File: config.mk
export PLATFORM = sky130hd
export DESIGN_NAME = bci_issue_ctrl
export DESIGN_NICKNAME = d
export VERILOG_FILES = /design/src/common/bci_pkg.sv /design/src/common/bci_cp_if.sv /design/src/design/bci_issue_ctrl.sv /design/src/design/bci_cp_seq.sv
export SDC_FILE = /design/constraint.sdc
export NUM_CORES = 1
export LEC_CHECK = 0
export ABC_AREA = 1
export BUFFER_PORTS_ARGS = -buffer_cell sky130_fd_sc_hd__buf_2
export CORE_MARGIN = 2
export CORE_UTILIZATION = 53
export CTS_BUF_LIST = sky130_fd_sc_hd__clkbuf_4 sky130_fd_sc_hd__clkbuf_8
export DETAILED_ROUTE_END_ITERATION = 8
export HOLD_SLACK_MARGIN = 0.02
export PLACE_DENSITY = 0.82
export RECOVER_POWER = 25
export SYNTH_ARGS = -nofsm -noshare
export SYNTH_HDL_FRONTEND = slang
export SYNTH_SLANG_ARGS = --single-unit
File: constraint.sdc
create_clock -name sys_clk -period 4.4 [get_ports sys_clk]
set_clock_uncertainty 0.2 [all_clocks]
set_input_delay 1.1 -clock sys_clk [delete_from_list [all_inputs] [get_ports sys_clk]]
set_output_delay 1.1 -clock sys_clk [all_outputs]
set_load 0.03 [all_outputs]
File: src/common/bci_pkg.sv
package bci_pkg;

	// ==========================================================
	// timing and field constants
	localparam int         CP_MIN_CYCLES     = 60;
	localparam int         CP_ALT_MIN_CYCLES = 120;
	localparam int         MISPREDICT_CYCLES = 13;
	localparam int         AUX_DC_TIMING_BIT = 20;
	localparam logic [3:0] PC_REG            = 4'hF;
	localparam logic [3:0] CP_NUM_DEBUG      = 4'hE;
	localparam logic [3:0] CP_NUM_SYS        = 4'hF;
	localparam logic [2:0] STG_EX_TWO        = 3'h2;

	// ==========================================================
	// types
	typedef enum logic [2:0] {
		BCI_K_OTHER, BCI_K_COND_BR, BCI_K_LINK_BR, BCI_K_EXCH_BR, BCI_K_DP, BCI_K_LOAD, BCI_K_CP
	} bci_kind_e;

	typedef enum logic [3:0] {
		BCI_U_NONE, BCI_U_CTRL, BCI_U_MMU, BCI_U_FAULT, BCI_U_CACHE, BCI_U_TLB, BCI_U_BARRIER,
		BCI_U_L2, BCI_U_PRELOAD, BCI_U_CONTEXT, BCI_U_ARRAY, BCI_U_DEBUG
	} bci_unit_e;

	typedef struct packed {
		logic        valid;
		bci_kind_e   kind;
		logic        dst_pc;
		logic        src_pc;
		logic        sets_flags;
		logic        cond;
		logic [3:0]  src_reg;
		logic [2:0]  src_need;
		logic [2:0]  src_avail;
		logic [3:0]  base_cycles;
		logic [31:0] target_pc;
		logic [31:0] next_pc;
		logic        pred_taken;
		logic [3:0]  cp_num;
		logic [2:0]  cp_op1;
		logic [3:0]  cp_crn;
		logic [3:0]  cp_crm;
		logic [2:0]  cp_op2;
		logic        cp_write;
	} bci_instr_s;

	typedef struct packed {
		logic        valid;
		logic        link;
		logic        cond;
		logic        pred_taken;
		logic        misp;
		logic [31:0] target;
		logic [31:0] ret;
	} bci_tok_s;

	// ==========================================================
	// coprocessor decode
	function automatic logic dc_line_op(input logic [3:0] crm, input logic [2:0] op2);
		return ((crm == 4'h6 || crm == 4'hA || crm == 4'hE) && (op2 == 3'h1 || op2 == 3'h2))
			|| (crm == 4'hB && op2 == 3'h1);
	endfunction

	function automatic bci_unit_e cp_unit(input bci_instr_s i);
		bci_unit_e u;
		u = BCI_U_NONE;
		if (i.cp_num == CP_NUM_DEBUG) begin
			if (i.cp_op1 == 3'h0)
				u = BCI_U_DEBUG;
		end else if (i.cp_num == CP_NUM_SYS) begin
			if (i.cp_crn == 4'hF)
				u = BCI_U_ARRAY;
			else if (i.cp_op1 == 3'h1) begin
				if (i.cp_write && i.cp_crn == 4'h9 && i.cp_crm == 4'h0
					&& (i.cp_op2 == 3'h0 || i.cp_op2 == 3'h2))
					u = BCI_U_L2;
			end else if (i.cp_op1 == 3'h0) begin
				case (i.cp_crn)
					4'h1: if (i.cp_write && i.cp_crm == 4'h0 && i.cp_op2 <= 3'h1) u = BCI_U_CTRL;
					4'h2: if (i.cp_write && i.cp_crm == 4'h0 && i.cp_op2 <= 3'h2) u = BCI_U_MMU;
					4'h3: if (i.cp_write && i.cp_crm == 4'h0 && i.cp_op2 == 3'h0) u = BCI_U_MMU;
					4'h5: if (i.cp_crm <= 4'h1 && i.cp_op2 <= 3'h1) u = BCI_U_FAULT;
					4'h6: if (i.cp_crm == 4'h0 && i.cp_op2 <= 3'h1) u = BCI_U_FAULT;
					4'h7: if (i.cp_write) begin
						if (i.cp_crm == 4'h8)
							u = BCI_U_MMU;
						else if (i.cp_crm == 4'hA && (i.cp_op2 == 3'h4 || i.cp_op2 == 3'h5))
							u = BCI_U_BARRIER;
						else if (dc_line_op(i.cp_crm, i.cp_op2)
							|| (i.cp_crm == 4'h5 && i.cp_op2 == 3'h1))
							u = BCI_U_CACHE;
					end
					4'h8: if (i.cp_write && i.cp_crm >= 4'h5 && i.cp_crm <= 4'h7
						&& i.cp_op2 <= 3'h2) u = BCI_U_TLB;
					4'hA: if (i.cp_write && i.cp_op2 <= 3'h1)
						u = (i.cp_crm <= 4'h1) ? BCI_U_TLB
							: ((i.cp_crm == 4'h2) ? BCI_U_MMU : BCI_U_NONE);
					4'hB: if (i.cp_write && ((i.cp_op2 == 3'h0 && (i.cp_crm == 4'h1
						|| i.cp_crm == 4'h2 || i.cp_crm == 4'h4 || i.cp_crm == 4'hF))
						|| (i.cp_crm == 4'h3 && i.cp_op2 <= 3'h2))) u = BCI_U_PRELOAD;
					4'hD: if (i.cp_write && i.cp_crm == 4'h0 && i.cp_op2 == 3'h0) u = BCI_U_CONTEXT;
					default: u = BCI_U_NONE;
				endcase
			end
		end
		return u;
	endfunction

endpackage

File: src/common/bci_cp_if.sv
`timescale 1ns/1ps
// ==========================================================
// issue control to coprocessor sequencer
interface bci_cp_if;
	logic start;
	logic alt;
	logic ack;
	logic busy;
	logic done;
	modport ctl (output start, output alt, output ack, input busy, input done);
	modport seq (input start, input alt, input ack, output busy, output done);
endinterface

File: src/design/bci_issue_ctrl.sv
`timescale 1ns/1ps
module bci_issue_ctrl #(
	parameter int CP_MIN     = bci_pkg::CP_MIN_CYCLES,
	parameter int CP_ALT_MIN = bci_pkg::CP_ALT_MIN_CYCLES
) (
	input  wire logic                sys_clk,
	input  wire logic                reset,
	input  wire bci_pkg::bci_instr_s slot0,
	input  wire bci_pkg::bci_instr_s slot1,
	input  wire logic                cond_pass_ex3,
	input  wire logic [31:0]         aux_ctrl_word,
	input  wire logic                cp_ack,
	output logic                     issue0,
	output logic                     issue1,
	output logic                     br_resolve,
	output logic                     br_mispredict,
	output logic [31:0]              br_new_pc,
	output logic                     lr_wr_en,
	output logic [31:0]              lr_wr_data,
	output logic                     cp_req,
	output bci_pkg::bci_unit_e       cp_unit,
	output logic                     cp_alt_timing,
	output logic                     cp_busy,
	output logic                     cp_done,
	output logic                     flush_active
);
	// ==========================================================
	// helpers
	function automatic logic is_branch(input bci_pkg::bci_instr_s i);
		return i.valid && (i.kind == bci_pkg::BCI_K_COND_BR || i.kind == bci_pkg::BCI_K_LINK_BR
			|| i.kind == bci_pkg::BCI_K_EXCH_BR || i.dst_pc);
	endfunction

	function automatic logic hazard(input bci_pkg::bci_instr_s i);
		logic [2:0] need;
		need = (i.kind == bci_pkg::BCI_K_EXCH_BR) ? bci_pkg::STG_EX_TWO : i.src_need;
		// the pc is predicted and always at hand, so it never stalls
		return i.src_reg != bci_pkg::PC_REG && i.src_avail > need;
	endfunction

	function automatic logic [3:0] exec_cycles(input bci_pkg::bci_instr_s i);
		if (i.kind == bci_pkg::BCI_K_LOAD && i.dst_pc)
			return i.base_cycles + 4'h1;
		else if (i.kind == bci_pkg::BCI_K_COND_BR || i.kind == bci_pkg::BCI_K_LINK_BR
			|| i.kind == bci_pkg::BCI_K_EXCH_BR || i.kind == bci_pkg::BCI_K_CP)
			return 4'h1;
		else
			return i.base_cycles;
	endfunction

	function automatic logic nonpipe(input bci_pkg::bci_instr_s i);
		return i.kind == bci_pkg::BCI_K_CP && bci_pkg::cp_unit(i) != bci_pkg::BCI_U_NONE;
	endfunction

	bci_cp_if              cp_bus ();
	bci_pkg::bci_tok_s     st_r [1:4];
	bci_pkg::bci_tok_s     tok_new;
	bci_pkg::bci_instr_s   br_src;
	logic [3:0]            multi_left_r;
	logic [4:0]            flush_cnt_r;
	logic [15:0]           cp_age_r;
	logic                  blocked;
	logic                  pc_clash;
	logic                  br_go;
	logic                  taken3;
	logic                  flush_now;
	logic                  cp_start;

	// ==========================================================
	// issue decision
	assign blocked  = cp_bus.busy || multi_left_r != 4'h0 || flush_cnt_r != 5'h00;
	assign pc_clash = (slot0.src_pc && is_branch(slot1))
		|| (is_branch(slot0) && slot1.src_pc);
	assign issue0   = slot0.valid && !blocked && !hazard(slot0);
	// a flag setter pairs with a branch, flags reach the branch in stage three
	assign issue1   = issue0 && slot1.valid && !hazard(slot1) && !pc_clash
		&& !(is_branch(slot0) && is_branch(slot1))
		&& exec_cycles(slot0) == 4'h1 && exec_cycles(slot1) == 4'h1
		&& slot0.kind != bci_pkg::BCI_K_CP && slot1.kind != bci_pkg::BCI_K_CP
		&& !(slot0.sets_flags && slot1.cond && !is_branch(slot1));
	assign flush_active = flush_cnt_r != 5'h00;

	assign br_src = is_branch(slot0) ? slot0 : slot1;
	assign br_go  = (issue0 && is_branch(slot0)) || (issue1 && is_branch(slot1));

	always_comb begin
		tok_new            = '0;
		tok_new.valid      = br_go;
		tok_new.link       = br_src.kind == bci_pkg::BCI_K_LINK_BR;
		tok_new.cond       = br_src.cond;
		tok_new.pred_taken = br_src.pred_taken;
		tok_new.target     = br_src.target_pc;
		tok_new.ret        = br_src.next_pc;
	end

	// ==========================================================
	// branch token pipe, condition in stage three, resolution in stage four
	assign taken3    = !st_r[3].cond || cond_pass_ex3;
	assign flush_now = st_r[3].valid && taken3 != st_r[3].pred_taken;

	always_ff @(posedge sys_clk) begin
		if (reset) begin
			st_r[1] <= '0;
			st_r[2] <= '0;
			st_r[3] <= '0;
		end else begin
			st_r[1] <= flush_now ? '0 : tok_new;
			st_r[2] <= flush_now ? '0 : st_r[1];
			st_r[3] <= flush_now ? '0 : st_r[2];
		end
	end

	always_ff @(posedge sys_clk) begin
		if (reset)
			st_r[4] <= '0;
		else begin
			st_r[4]        <= st_r[3];
			st_r[4].misp   <= st_r[3].valid && taken3 != st_r[3].pred_taken;
			st_r[4].target <= taken3 ? st_r[3].target : st_r[3].ret;
		end
	end

	assign br_resolve    = st_r[4].valid;
	assign br_mispredict = st_r[4].valid && st_r[4].misp;
	assign br_new_pc     = st_r[4].target;
	// return address written in stage three, dropped if the condition failed
	assign lr_wr_en      = st_r[3].valid && st_r[3].link && taken3;
	assign lr_wr_data    = st_r[3].ret;

	always_ff @(posedge sys_clk) begin
		if (reset)
			flush_cnt_r <= 5'h00;
		else if (flush_now)
			flush_cnt_r <= 5'(bci_pkg::MISPREDICT_CYCLES);
		else if (flush_cnt_r != 5'h00)
			flush_cnt_r <= flush_cnt_r - 5'h01;
	end

	// ==========================================================
	// multi-cycle occupancy
	always_ff @(posedge sys_clk) begin
		if (reset)
			multi_left_r <= 4'h0;
		else if (issue0 && exec_cycles(slot0) > 4'h1)
			multi_left_r <= exec_cycles(slot0) - 4'h1;
		else if (multi_left_r != 4'h0)
			multi_left_r <= multi_left_r - 4'h1;
	end

	// ==========================================================
	// serialized coprocessor transfers
	assign cp_start      = issue0 && nonpipe(slot0);
	assign cp_bus.start  = cp_start;
	assign cp_bus.alt    = slot0.cp_num == bci_pkg::CP_NUM_SYS && slot0.cp_op1 == 3'h0
		&& slot0.cp_crn == 4'h7 && slot0.cp_write
		&& bci_pkg::dc_line_op(slot0.cp_crm, slot0.cp_op2)
		&& !aux_ctrl_word[bci_pkg::AUX_DC_TIMING_BIT];
	assign cp_bus.ack    = cp_ack;
	assign cp_busy       = cp_bus.busy;
	assign cp_done       = cp_bus.done;

	always_ff @(posedge sys_clk) begin
		if (reset) begin
			cp_req        <= 1'b0;
			cp_unit       <= bci_pkg::BCI_U_NONE;
			cp_alt_timing <= 1'b0;
		end else begin
			cp_req <= cp_start;
			if (cp_start) begin
				cp_unit       <= bci_pkg::cp_unit(slot0);
				cp_alt_timing <= cp_bus.alt;
			end
		end
	end

	bci_cp_seq #(
		.MIN_CYCLES     (CP_MIN),
		.ALT_MIN_CYCLES (CP_ALT_MIN)
	) u_seq (
		.sys_clk (sys_clk),
		.reset   (reset),
		.cp      (cp_bus)
	);

	// ==========================================================
	// checks
	always_ff @(posedge sys_clk) begin
		if (reset || cp_start)
			cp_age_r <= 16'h0000;
		else if (cp_age_r != 16'hFFFF)
			cp_age_r <= cp_age_r + 16'h0001;
	end

	a_cp_min_time: assert property (@(posedge sys_clk) disable iff (reset)
		cp_done |-> cp_age_r >= 16'(CP_MIN)) else $error("coprocessor done too soon");
	a_cp_alt_time: assert property (@(posedge sys_clk) disable iff (reset)
		(cp_done && cp_alt_timing) |-> cp_age_r >= 16'(CP_ALT_MIN))
		else $error("alternative timing too short");
	a_cp_serial: assert property (@(posedge sys_clk) disable iff (reset)
		cp_busy |-> !issue0) else $error("issue during serialized transfer");
	a_dbg_nonpipe: assert property (@(posedge sys_clk) disable iff (reset)
		(issue0 && slot0.kind == bci_pkg::BCI_K_CP && slot0.cp_num == bci_pkg::CP_NUM_DEBUG
		&& slot0.cp_op1 == 3'h0) |=> cp_busy && cp_req) else $error("debug transfer pipelined");
	a_pc_dual: assert property (@(posedge sys_clk) disable iff (reset)
		issue1 |-> !((slot0.src_pc && (slot1.dst_pc || slot1.kind == bci_pkg::BCI_K_COND_BR
		|| slot1.kind == bci_pkg::BCI_K_LINK_BR || slot1.kind == bci_pkg::BCI_K_EXCH_BR))
		|| (slot1.src_pc && (slot0.dst_pc || slot0.kind == bci_pkg::BCI_K_COND_BR
		|| slot0.kind == bci_pkg::BCI_K_LINK_BR || slot0.kind == bci_pkg::BCI_K_EXCH_BR))))
		else $error("pc reader paired with pc writer");
	a_src_hazard: assert property (@(posedge sys_clk) disable iff (reset)
		(slot0.valid && slot0.src_reg != bci_pkg::PC_REG && slot0.src_avail > slot0.src_need
		&& slot0.kind != bci_pkg::BCI_K_EXCH_BR) |-> !issue0) else $error("operand hazard ignored");
	a_resolve_e4: assert property (@(posedge sys_clk) disable iff (reset)
		br_resolve |-> $past(br_go, 4)) else $error("resolution not in stage four");
	a_link_stage: assert property (@(posedge sys_clk) disable iff (reset)
		lr_wr_en |-> $past(br_go, 3)) else $error("link write not in stage three");
	a_load_extra: assert property (@(posedge sys_clk) disable iff (reset)
		(issue0 && slot0.kind == bci_pkg::BCI_K_LOAD && slot0.dst_pc)
		|=> multi_left_r == $past(slot0.base_cycles)) else $error("load to pc lacks extra cycle");
	a_flag_pair: assert property (@(posedge sys_clk) disable iff (reset)
		(issue0 && slot0.sets_flags && slot1.valid && slot1.cond && !is_branch(slot1))
		|-> !issue1) else $error("conditional paired with flag setter");
	a_flush_len: assert property (@(posedge sys_clk) disable iff (reset)
		br_mispredict |-> flush_cnt_r == 5'h0D ##12 flush_cnt_r == 5'h01 ##1 flush_cnt_r == 5'h00)
		else $error("flush length wrong");
endmodule

File: src/design/bci_cp_seq.sv
`timescale 1ns/1ps
module bci_cp_seq #(
	parameter int MIN_CYCLES     = bci_pkg::CP_MIN_CYCLES,
	parameter int ALT_MIN_CYCLES = bci_pkg::CP_ALT_MIN_CYCLES
) (
	input  wire logic sys_clk,
	input  wire logic reset,
	bci_cp_if.seq     cp
);
	logic        busy_r;
	logic        done_r;
	logic        alt_r;
	logic        ack_seen_r;
	logic [15:0] cnt_r;
	logic [15:0] min_cnt;
	logic        finish;

	assign cp.busy = busy_r;
	assign cp.done = done_r;
	// ==========================================================
	// completion: lower bound by count, real end by the unit's answer
	assign min_cnt = alt_r ? 16'(ALT_MIN_CYCLES) : 16'(MIN_CYCLES);
	assign finish  = busy_r && cnt_r >= min_cnt && (ack_seen_r || cp.ack);

	always_ff @(posedge sys_clk) begin
		if (reset)
			busy_r <= 1'b0;
		else if (cp.start)
			busy_r <= 1'b1;
		else if (finish)
			busy_r <= 1'b0;
	end

	always_ff @(posedge sys_clk) begin
		if (reset)
			done_r <= 1'b0;
		else
			done_r <= finish;
	end

	always_ff @(posedge sys_clk) begin
		if (reset) begin
			cnt_r <= 16'h0000;
			alt_r <= 1'b0;
		end else if (cp.start) begin
			cnt_r <= 16'h0001;
			alt_r <= cp.alt;
		end else if (busy_r && cnt_r != 16'hFFFF)
			cnt_r <= cnt_r + 16'h0001;
	end

	// an early answer is held so the minimum time still applies
	always_ff @(posedge sys_clk) begin
		if (reset)
			ack_seen_r <= 1'b0;
		else if (cp.start)
			ack_seen_r <= 1'b0;
		else if (busy_r && cp.ack)
			ack_seen_r <= 1'b1;
	end

	a_seq_holds_busy: assert property (@(posedge sys_clk) disable iff (reset)
		(busy_r && cnt_r < min_cnt) |=> busy_r) else $error("sequencer ended early");
	a_seq_waits_ack: assert property (@(posedge sys_clk) disable iff (reset)
		(busy_r && !ack_seen_r && !cp.ack) |=> busy_r) else $error("ended without answer");
endmodule

# Yosys cells after proc, flatten, opt, wreduce, memory -nomap -nowiden
# Memories as Yosys holds them, arrays and structs flattened.
# Index checks and enable logic that the tools add are counted.
# Widths: inputs -> output; s select.
[classes]
n_addsub = 6
n_lt_le_gt_ge = 9
n_eq_ne = 49
mux = 55
bitwise_logic = 6
reduce_logical = 106
[op_table]
columns = ["op", "count"]
rows = [
  ["$mux 69", 7],
  ["$mux 105", 1],
  ["$mux 4", 20],
  ["$mux 32", 2],
  ["$logic_and 1x1->1", 60],
  ["$eq 4x4->1 const B", 13],
  ["$pmux 4 s10", 1],
  ["$mux 3", 9],
  ["$logic_or 1x1->1", 25],
  ["$eq 4x3->1 const B", 6],
  ["$eq 3x2->1 const B", 6],
  ["$eq 3x3->1 const B", 6],
  ["$add 16x1->16 const B", 1],
  ["$eq 4x1->1 const B", 4],
  ["$eq 4x2->1 const B", 4],
  ["$ge 16x7->1", 1],
  ["$ne 16x16->1 const B", 1],
  ["$eq 3x1->1 const B", 4],
  ["$mux 2", 5],
  ["$logic_not 1->1", 9],
  ["$mux 1", 9],
  ["$add 4x1->4 const B", 2],
  ["$ne 4x4->1 const B", 2],
  ["$reduce_bool 2->1", 4],
  ["other kinds (18)", 29],
]
[word_totals]
ff_bits = 34
ramBits = 276
output_inout_bits = 78
wordCells = 243
mem_count = 1
[mem_list]
columns = ["memory", "depth", "word_bits", "read_ports", "rd_clocked_by_memory_dff", "wr", "line_no", "text"]
rows = [
  ["st_r", 4, 69, 4, 0, 4, "bci_issue_ctrl.sv:56", "bci_pkg::bci_tok_s st_r [1:4];"],
]

# Longest topological paths before layout
[depth]
ltp_word = 20
mapped_depth = 16
mapped_depth_nobuf = 16

# Cells and area by module
# From an unflattened synthesis, not the netlist that was laid out.
[unflattened]
cells_unflattened = 1488
area_unflattened_um2 = 11076.9
[modules_own_cells]
columns = ["module", "n_inst", "cells_per_inst", "area_per_inst_um2"]
rows = [
  ["bci_issue_ctrl", 1, 1292, 9808.2],
  ["bci_cp_seq", 1, 196, 1268.7],
]

# Worst setup path before layout
# Ideal clock, no wire load.
[synth_timing]
kind = "in2out"
from = "in slot0[104] (netlist name)"
to = "out issue1"
t_arrival_ns = 3.019
path_slack_ns = 0.081
cell_stages = 11
n_path_buf = 0
path_cell_list = "inv_1 > nand2_1 > o21ai_0 > ha_1 > a21oi_1 > o21ai_0 > nand3_1 > nand4_1 > nor3_1 > nand2_1 > a31oi_1"
[synth_between]
elab_chain_cells = 15
elab_cells_between_ends = 34
classes_between = "1 x order compare; 7 x eq/ne; 3 x mux; 23 x reduce/logical"
[synth_lines]
columns = ["element", "line_no", "text"]
rows = [
  ["from (decl)", "bci_issue_ctrl.sv:8", "input wire bci_pkg::bci_instr_s slot0,"],
  ["$eq 3x2->1, or another cell as far along", "bci_issue_ctrl.sv:31, bci_issue_ctrl.sv:36, bci_issue_ctrl.sv:45", ""],
  ["$mux 3 / $logic_or 1x1->1 (equally long branches)", "bci_issue_ctrl.sv:36, bci_issue_ctrl.sv:30, bci_issue_ctrl.sv:44", ""],
  ["$gt 3x3->1 / $logic_or 1x1->1 (equally long branches)", "bci_issue_ctrl.sv:38, bci_issue_ctrl.sv:31, bci_issue_ctrl.sv:45", ""],
  ["$logic_and 1x1->1 / $logic_or 1x1->1 (equally long branches)", "bci_issue_ctrl.sv:38, bci_issue_ctrl.sv:31", ""],
  ["$logic_not 1->1 / $logic_and 1x1->1 (equally long branches)", "bci_issue_ctrl.sv:74, bci_issue_ctrl.sv:30", ""],
  ["$logic_and 1x1->1, on equally long branches", "bci_issue_ctrl.sv:74, bci_issue_ctrl.sv:73", ""],
  ["$logic_and 1x1->1 / $logic_or 1x1->1 (equally long branches)", "bci_issue_ctrl.sv:76, bci_issue_ctrl.sv:73", ""],
  ["$logic_and 1x1->1 / $logic_not 1->1 (equally long branches)", "bci_issue_ctrl.sv:76", "assign issue1 = issue0 && slot1.valid && !hazard(slot1) && !pc_clash"],
  ["$logic_and 1x1->1", "bci_issue_ctrl.sv:76", ""],
  ["$logic_and 1x1->1", "bci_issue_ctrl.sv:77", "&& !(is_branch(slot0) && is_branch(slot1))"],
  ["$logic_and 1x1->1 (2 in a row)", "bci_issue_ctrl.sv:78", "&& exec_cycles(slot0) == 4'h1 && exec_cycles(slot1) == 4'h1"],
  ["$logic_and 1x1->1 * (2 in a row)", "bci_issue_ctrl.sv:79", "&& slot0.kind != bci_pkg::BCI_K_CP && slot1.kind != bci_pkg::BCI_K_CP"],
  ["$logic_and 1x1->1 *", "bci_issue_ctrl.sv:80", "&& !(slot0.sets_flags && slot1.cond && !is_branch(slot1));"],
  ["to (decl)", "bci_issue_ctrl.sv:14", "output logic issue1,"],
]
# Every way passes the cells marked *; elsewhere a longest branch is shown, timed or not.

# Final worst setup path
# Ends and elaborated chain as after synthesis.

==> summary.md <==
| Metric | Value |
|---|---|
| Mapped Cells | 1394 |
| Comb power frac | 0.123 |
| Reg clk slew, reported paths | 0.06 ns |
| Post-synth EDFFs | 0 |
| Ports | 326 |
| Most common cell after layout, fill and taps aside | dfxtp_1 |
| Synth area leaders | dfxtp_1 (51%), nor2_1 (9.2%), nand2_1 (8.7%) |
| Clk sinks | ~270 |
| GRT Total Usage | 0.208 |
| Final slew viol count | 50 |
| Hold path depth | 2 |
| Final setup vio count | 0 |
| Initial core utilization | 0.544 |
| Fin crit period | 4.24 ns |
| Largest stage delay, worst path | 0.29 ns |
| #FFs+latches synth | 272 |
| CTS tree | yes |
| CP Launch Type | primary input |
| Setup TNS Final | 0 ns |
| Drt initial violations | 266 |
| Avg Cell Area, Syn | 7.67 µm² |
| Share of synthesized cell area in and, or, nand and nor gates | 0.239 |
| R2R Path End | st_r[0][91] |
| Yosys top cell area share | 0.509 |
| CP Cell Sequence | buf_2 > inv_1 > nand2_1 > o21ai_0 > ha_1 > a21oi_1 > o21ai_0 > nand3_1 > nand4_1 > nor3_2 > nand2_1 > a31oi_1 > buf_4 |
| P_leak | 6.08 nW |
| Die height | 146 µm |
| Wire length per cell | 12.0 µm |
| Maxcap violations | 1 |
| First-pass GRT wire length | 37000 µm |
| Placer Congestion | 0.856 |
| Clock latency on the worst-skew pair | 0.52 ns |
| Placed cell area | 11800 µm² |
| Synth warn | 0 |
| Post-synth top area cell | dfxtp_1 |
| Switch share | 0.248 |
| Total CTS buffers | 42 |
| Htree depth | 2 |
| Post-DP HPWL | 15900 µm |
| Largest net degree at the start of global routing | 110 |
| R2R Setup Slk | 1.05 ns |
| Clock Tree Buf Depth | 3 |
| Worst Hold Path EP | st_r[0][167] |
| Crit path max fanout | 3 |
| Sw power | between 0.001 and 0.0015 W |
| Core outline area | 19700 µm² |
| Post-Synth Adder-Cell Area | 0.0199 |
| Sequential share of the synthesized area | 0.509 |
| Worst slew pin tran | 2.20 ns |
| Port Buf Inserts | 274 |
| Cell-internal power | 0.00410 W |
| Worst flop-to-flop path startpoint | st_r[0][273] |
| Hold Vio Cnt, Final | 0 |
| Worst Path Arrival | 2.94 ns |
| Clock share of power | 0.393 |
| Overall routed net length | around 23000 µm |
| Rel. slew slack | -0.469 |
| Netlist cell types | 40 |
| Power per cell area | 431 nW/µm² |
| Post-Synth XOR/XNOR Area | 0.0164 |
| Worst Path Required | approximately 3.1 ns |
| Unrepaired setup endpoints after global routing | false |
| VDD IR max | 241 µV |
| Drt via density | roughly 4.6 |
| Crit path capture type | output pin |
| Row Count | 51 |
| Top Family by Delay on Critical Path | simple AND/OR/NAND/NOR gates |
| WS Path Type | in -> out |
| Layout cells sized above 1 | 0.210 |
| Failing checks | capacitance limit, slew limit |
| Synth Net Count | 1659 |
| Commonest cells after routing, fill and taps aside | dfxtp_1 (272), nor2_1 (263), nand2_1 (246) |
| Sequential power share | 0.485 |
| P&R area growth vs syn | 18.1% |
| Hold WC Path Type | reg -> reg |
| Async S/R FF share, synth | 0 |
| CP max stage cell | ha_1 |
| Peak Freq | 236 MHz |
| Final Cycle Share | 0.963 |
| Fin nets | 1874 |
| Router iterations before antenna repair | 7 |
| CTS root buffer | clkbuf_8 |
| HP Start | st_r[0][98] |
| Filler cell count | 1765 |
| Post-DRT Antenna Nets | 0 |
| Post-synthesis cell area | roughly 11000 µm² |
| Number of global-route vias before repair | 8244 |
| Die width | 146 µm |
| Synth Area in Compound Gates | 0.0723 |
| Outcome | finished, violations left |
| Residual DRC count | 0 |
| Total number of vias | 8789 |
| Die area | 21300 µm² |
| Reg2Reg Depth | 8 |
| Top FF cell, synth | dfxtp_1 |
| Final instance area | 12600 µm² |
| Initial antenna violation count | 2 |
| Overflow after GRT | 0 |
| Hold Buf Count CTS | 0 |
| WP buf/inv | 3 |
| Largest family of logic cells by synthesized area | simple AND/OR/NAND/NOR gates |
| Post-synthesis mux area share | 0 |
sequential cells by signal, indices dropped and copies added, names as in the netlist:
signal and flops:
cp_alt_timing 1, cp_req 1, cp_unit 4, flush_cnt_r 5, multi_left_r 4, st_r 238
u_seq.ack_seen_r 1, u_seq.cnt_r 16, u_seq.cp.busy 1, u_seq.cp.done 1
final cells by class:
cell class | instances | area (µm²) | area share
antenna | 2 | 5.00 | 0.000396
clock buffer | 65 | 826 | 0.0654
clock inverter | 6 | 60.1 | 0.00476
inverter | 220 | 826 | 0.0654
multi-input combinational | 789 | 3740 | 0.296
sequential | 272 | 5450 | 0.431
tap | 265 | 332 | 0.0263
timing repair buffer | 284 | 1390 | 0.110
worst min-delay path: cells and delay by family, from the launching register on:
kind,cells,cell delay [ns]
buffers and inverters,1,0.04
flip-flops,1,0.29
AND/OR/NAND/NOR,1,0.04
power by group through the flow:
stage	Sequential, W	Combinational, W	Clock (W)
6_report	0.00264	0.000667	0.00214
3_5_place_dp	0.00269	0.000668	0
5_1_grt	0.00265	0.000764	0.00231
2_1_floorplan	0.00268	0.000476	0
4_1_cts	0.00264	0.000672	0.00219
3_3_place_gp	0.00269	0.000648	0
layer usage:
metal,track usage,share of wire,vias to the layer above
met5,0,0,-
met4,0.0748,0.025,0
met3,0.0428,0.056,46
met2,0.384,0.50,253
met1,0.238,0.42,3911
li1,-,-,4579
cells in the mapped netlist, drive strengths merged (2+ instances only):
library cell    n
nor4            2
dfxtp         272
nor3           16
ha             17
nand3          37
xor2           13
a21oi          86
inv           220
a31oi           4
nand2         252
clkbuf         28
nand4          13
or2             5
nor2          279
xnor2           7
buf            85
o21bai          2
o21ai          50
through the flow:
stage	setup slack [ns]	power [W]	util	cells	hold slack [ns]
global route	0.0106	0.00572	0.642	1903	0.211
global placement	0.0765	0.00334	0.600	1829	0.194
CTS	0.00785	0.00550	0.645	1900	0.200
floorplan	0.0810	0.00316	-	1394	0.194
detailed placement	0.0165	0.00336	0.600	1829	0.197
finish	0.163	0.00544	0.642	1903	0.189
kinds of logic after synthesis:
logic type                 count (synthesis)
buffers and inverters                    333
xor gates and xnor gates                  20
and+or+nand+nor                          606
DFF                                      272
adders and majority gates                 17
AOI/OAI and AO/OA                        146
repair_timing:
item                                    in CTS  in global routing
setup buffers                                0                  1
endpoints found under the setup margin       0                  1
resized for setup                            0                  3
worst max-delay path by stage:
stage / from / end / slack, ns / cells past startpoint
after global routing: slot0[104] / issue1 / 0.01 / 13
after CTS: slot0[104] / issue1 / 0.008 / 13
after global placement: slot0[104] / issue1 / 0.08 / 13
after floorplan: slot0[104] / issue1 / 0.08 / 11
final: slot0[104] / issue1 / 0.16 / 13
after detailed placement: slot0[104] / issue1 / 0.02 / 13
No activity file was read; power rests on OpenSTA's default activity.
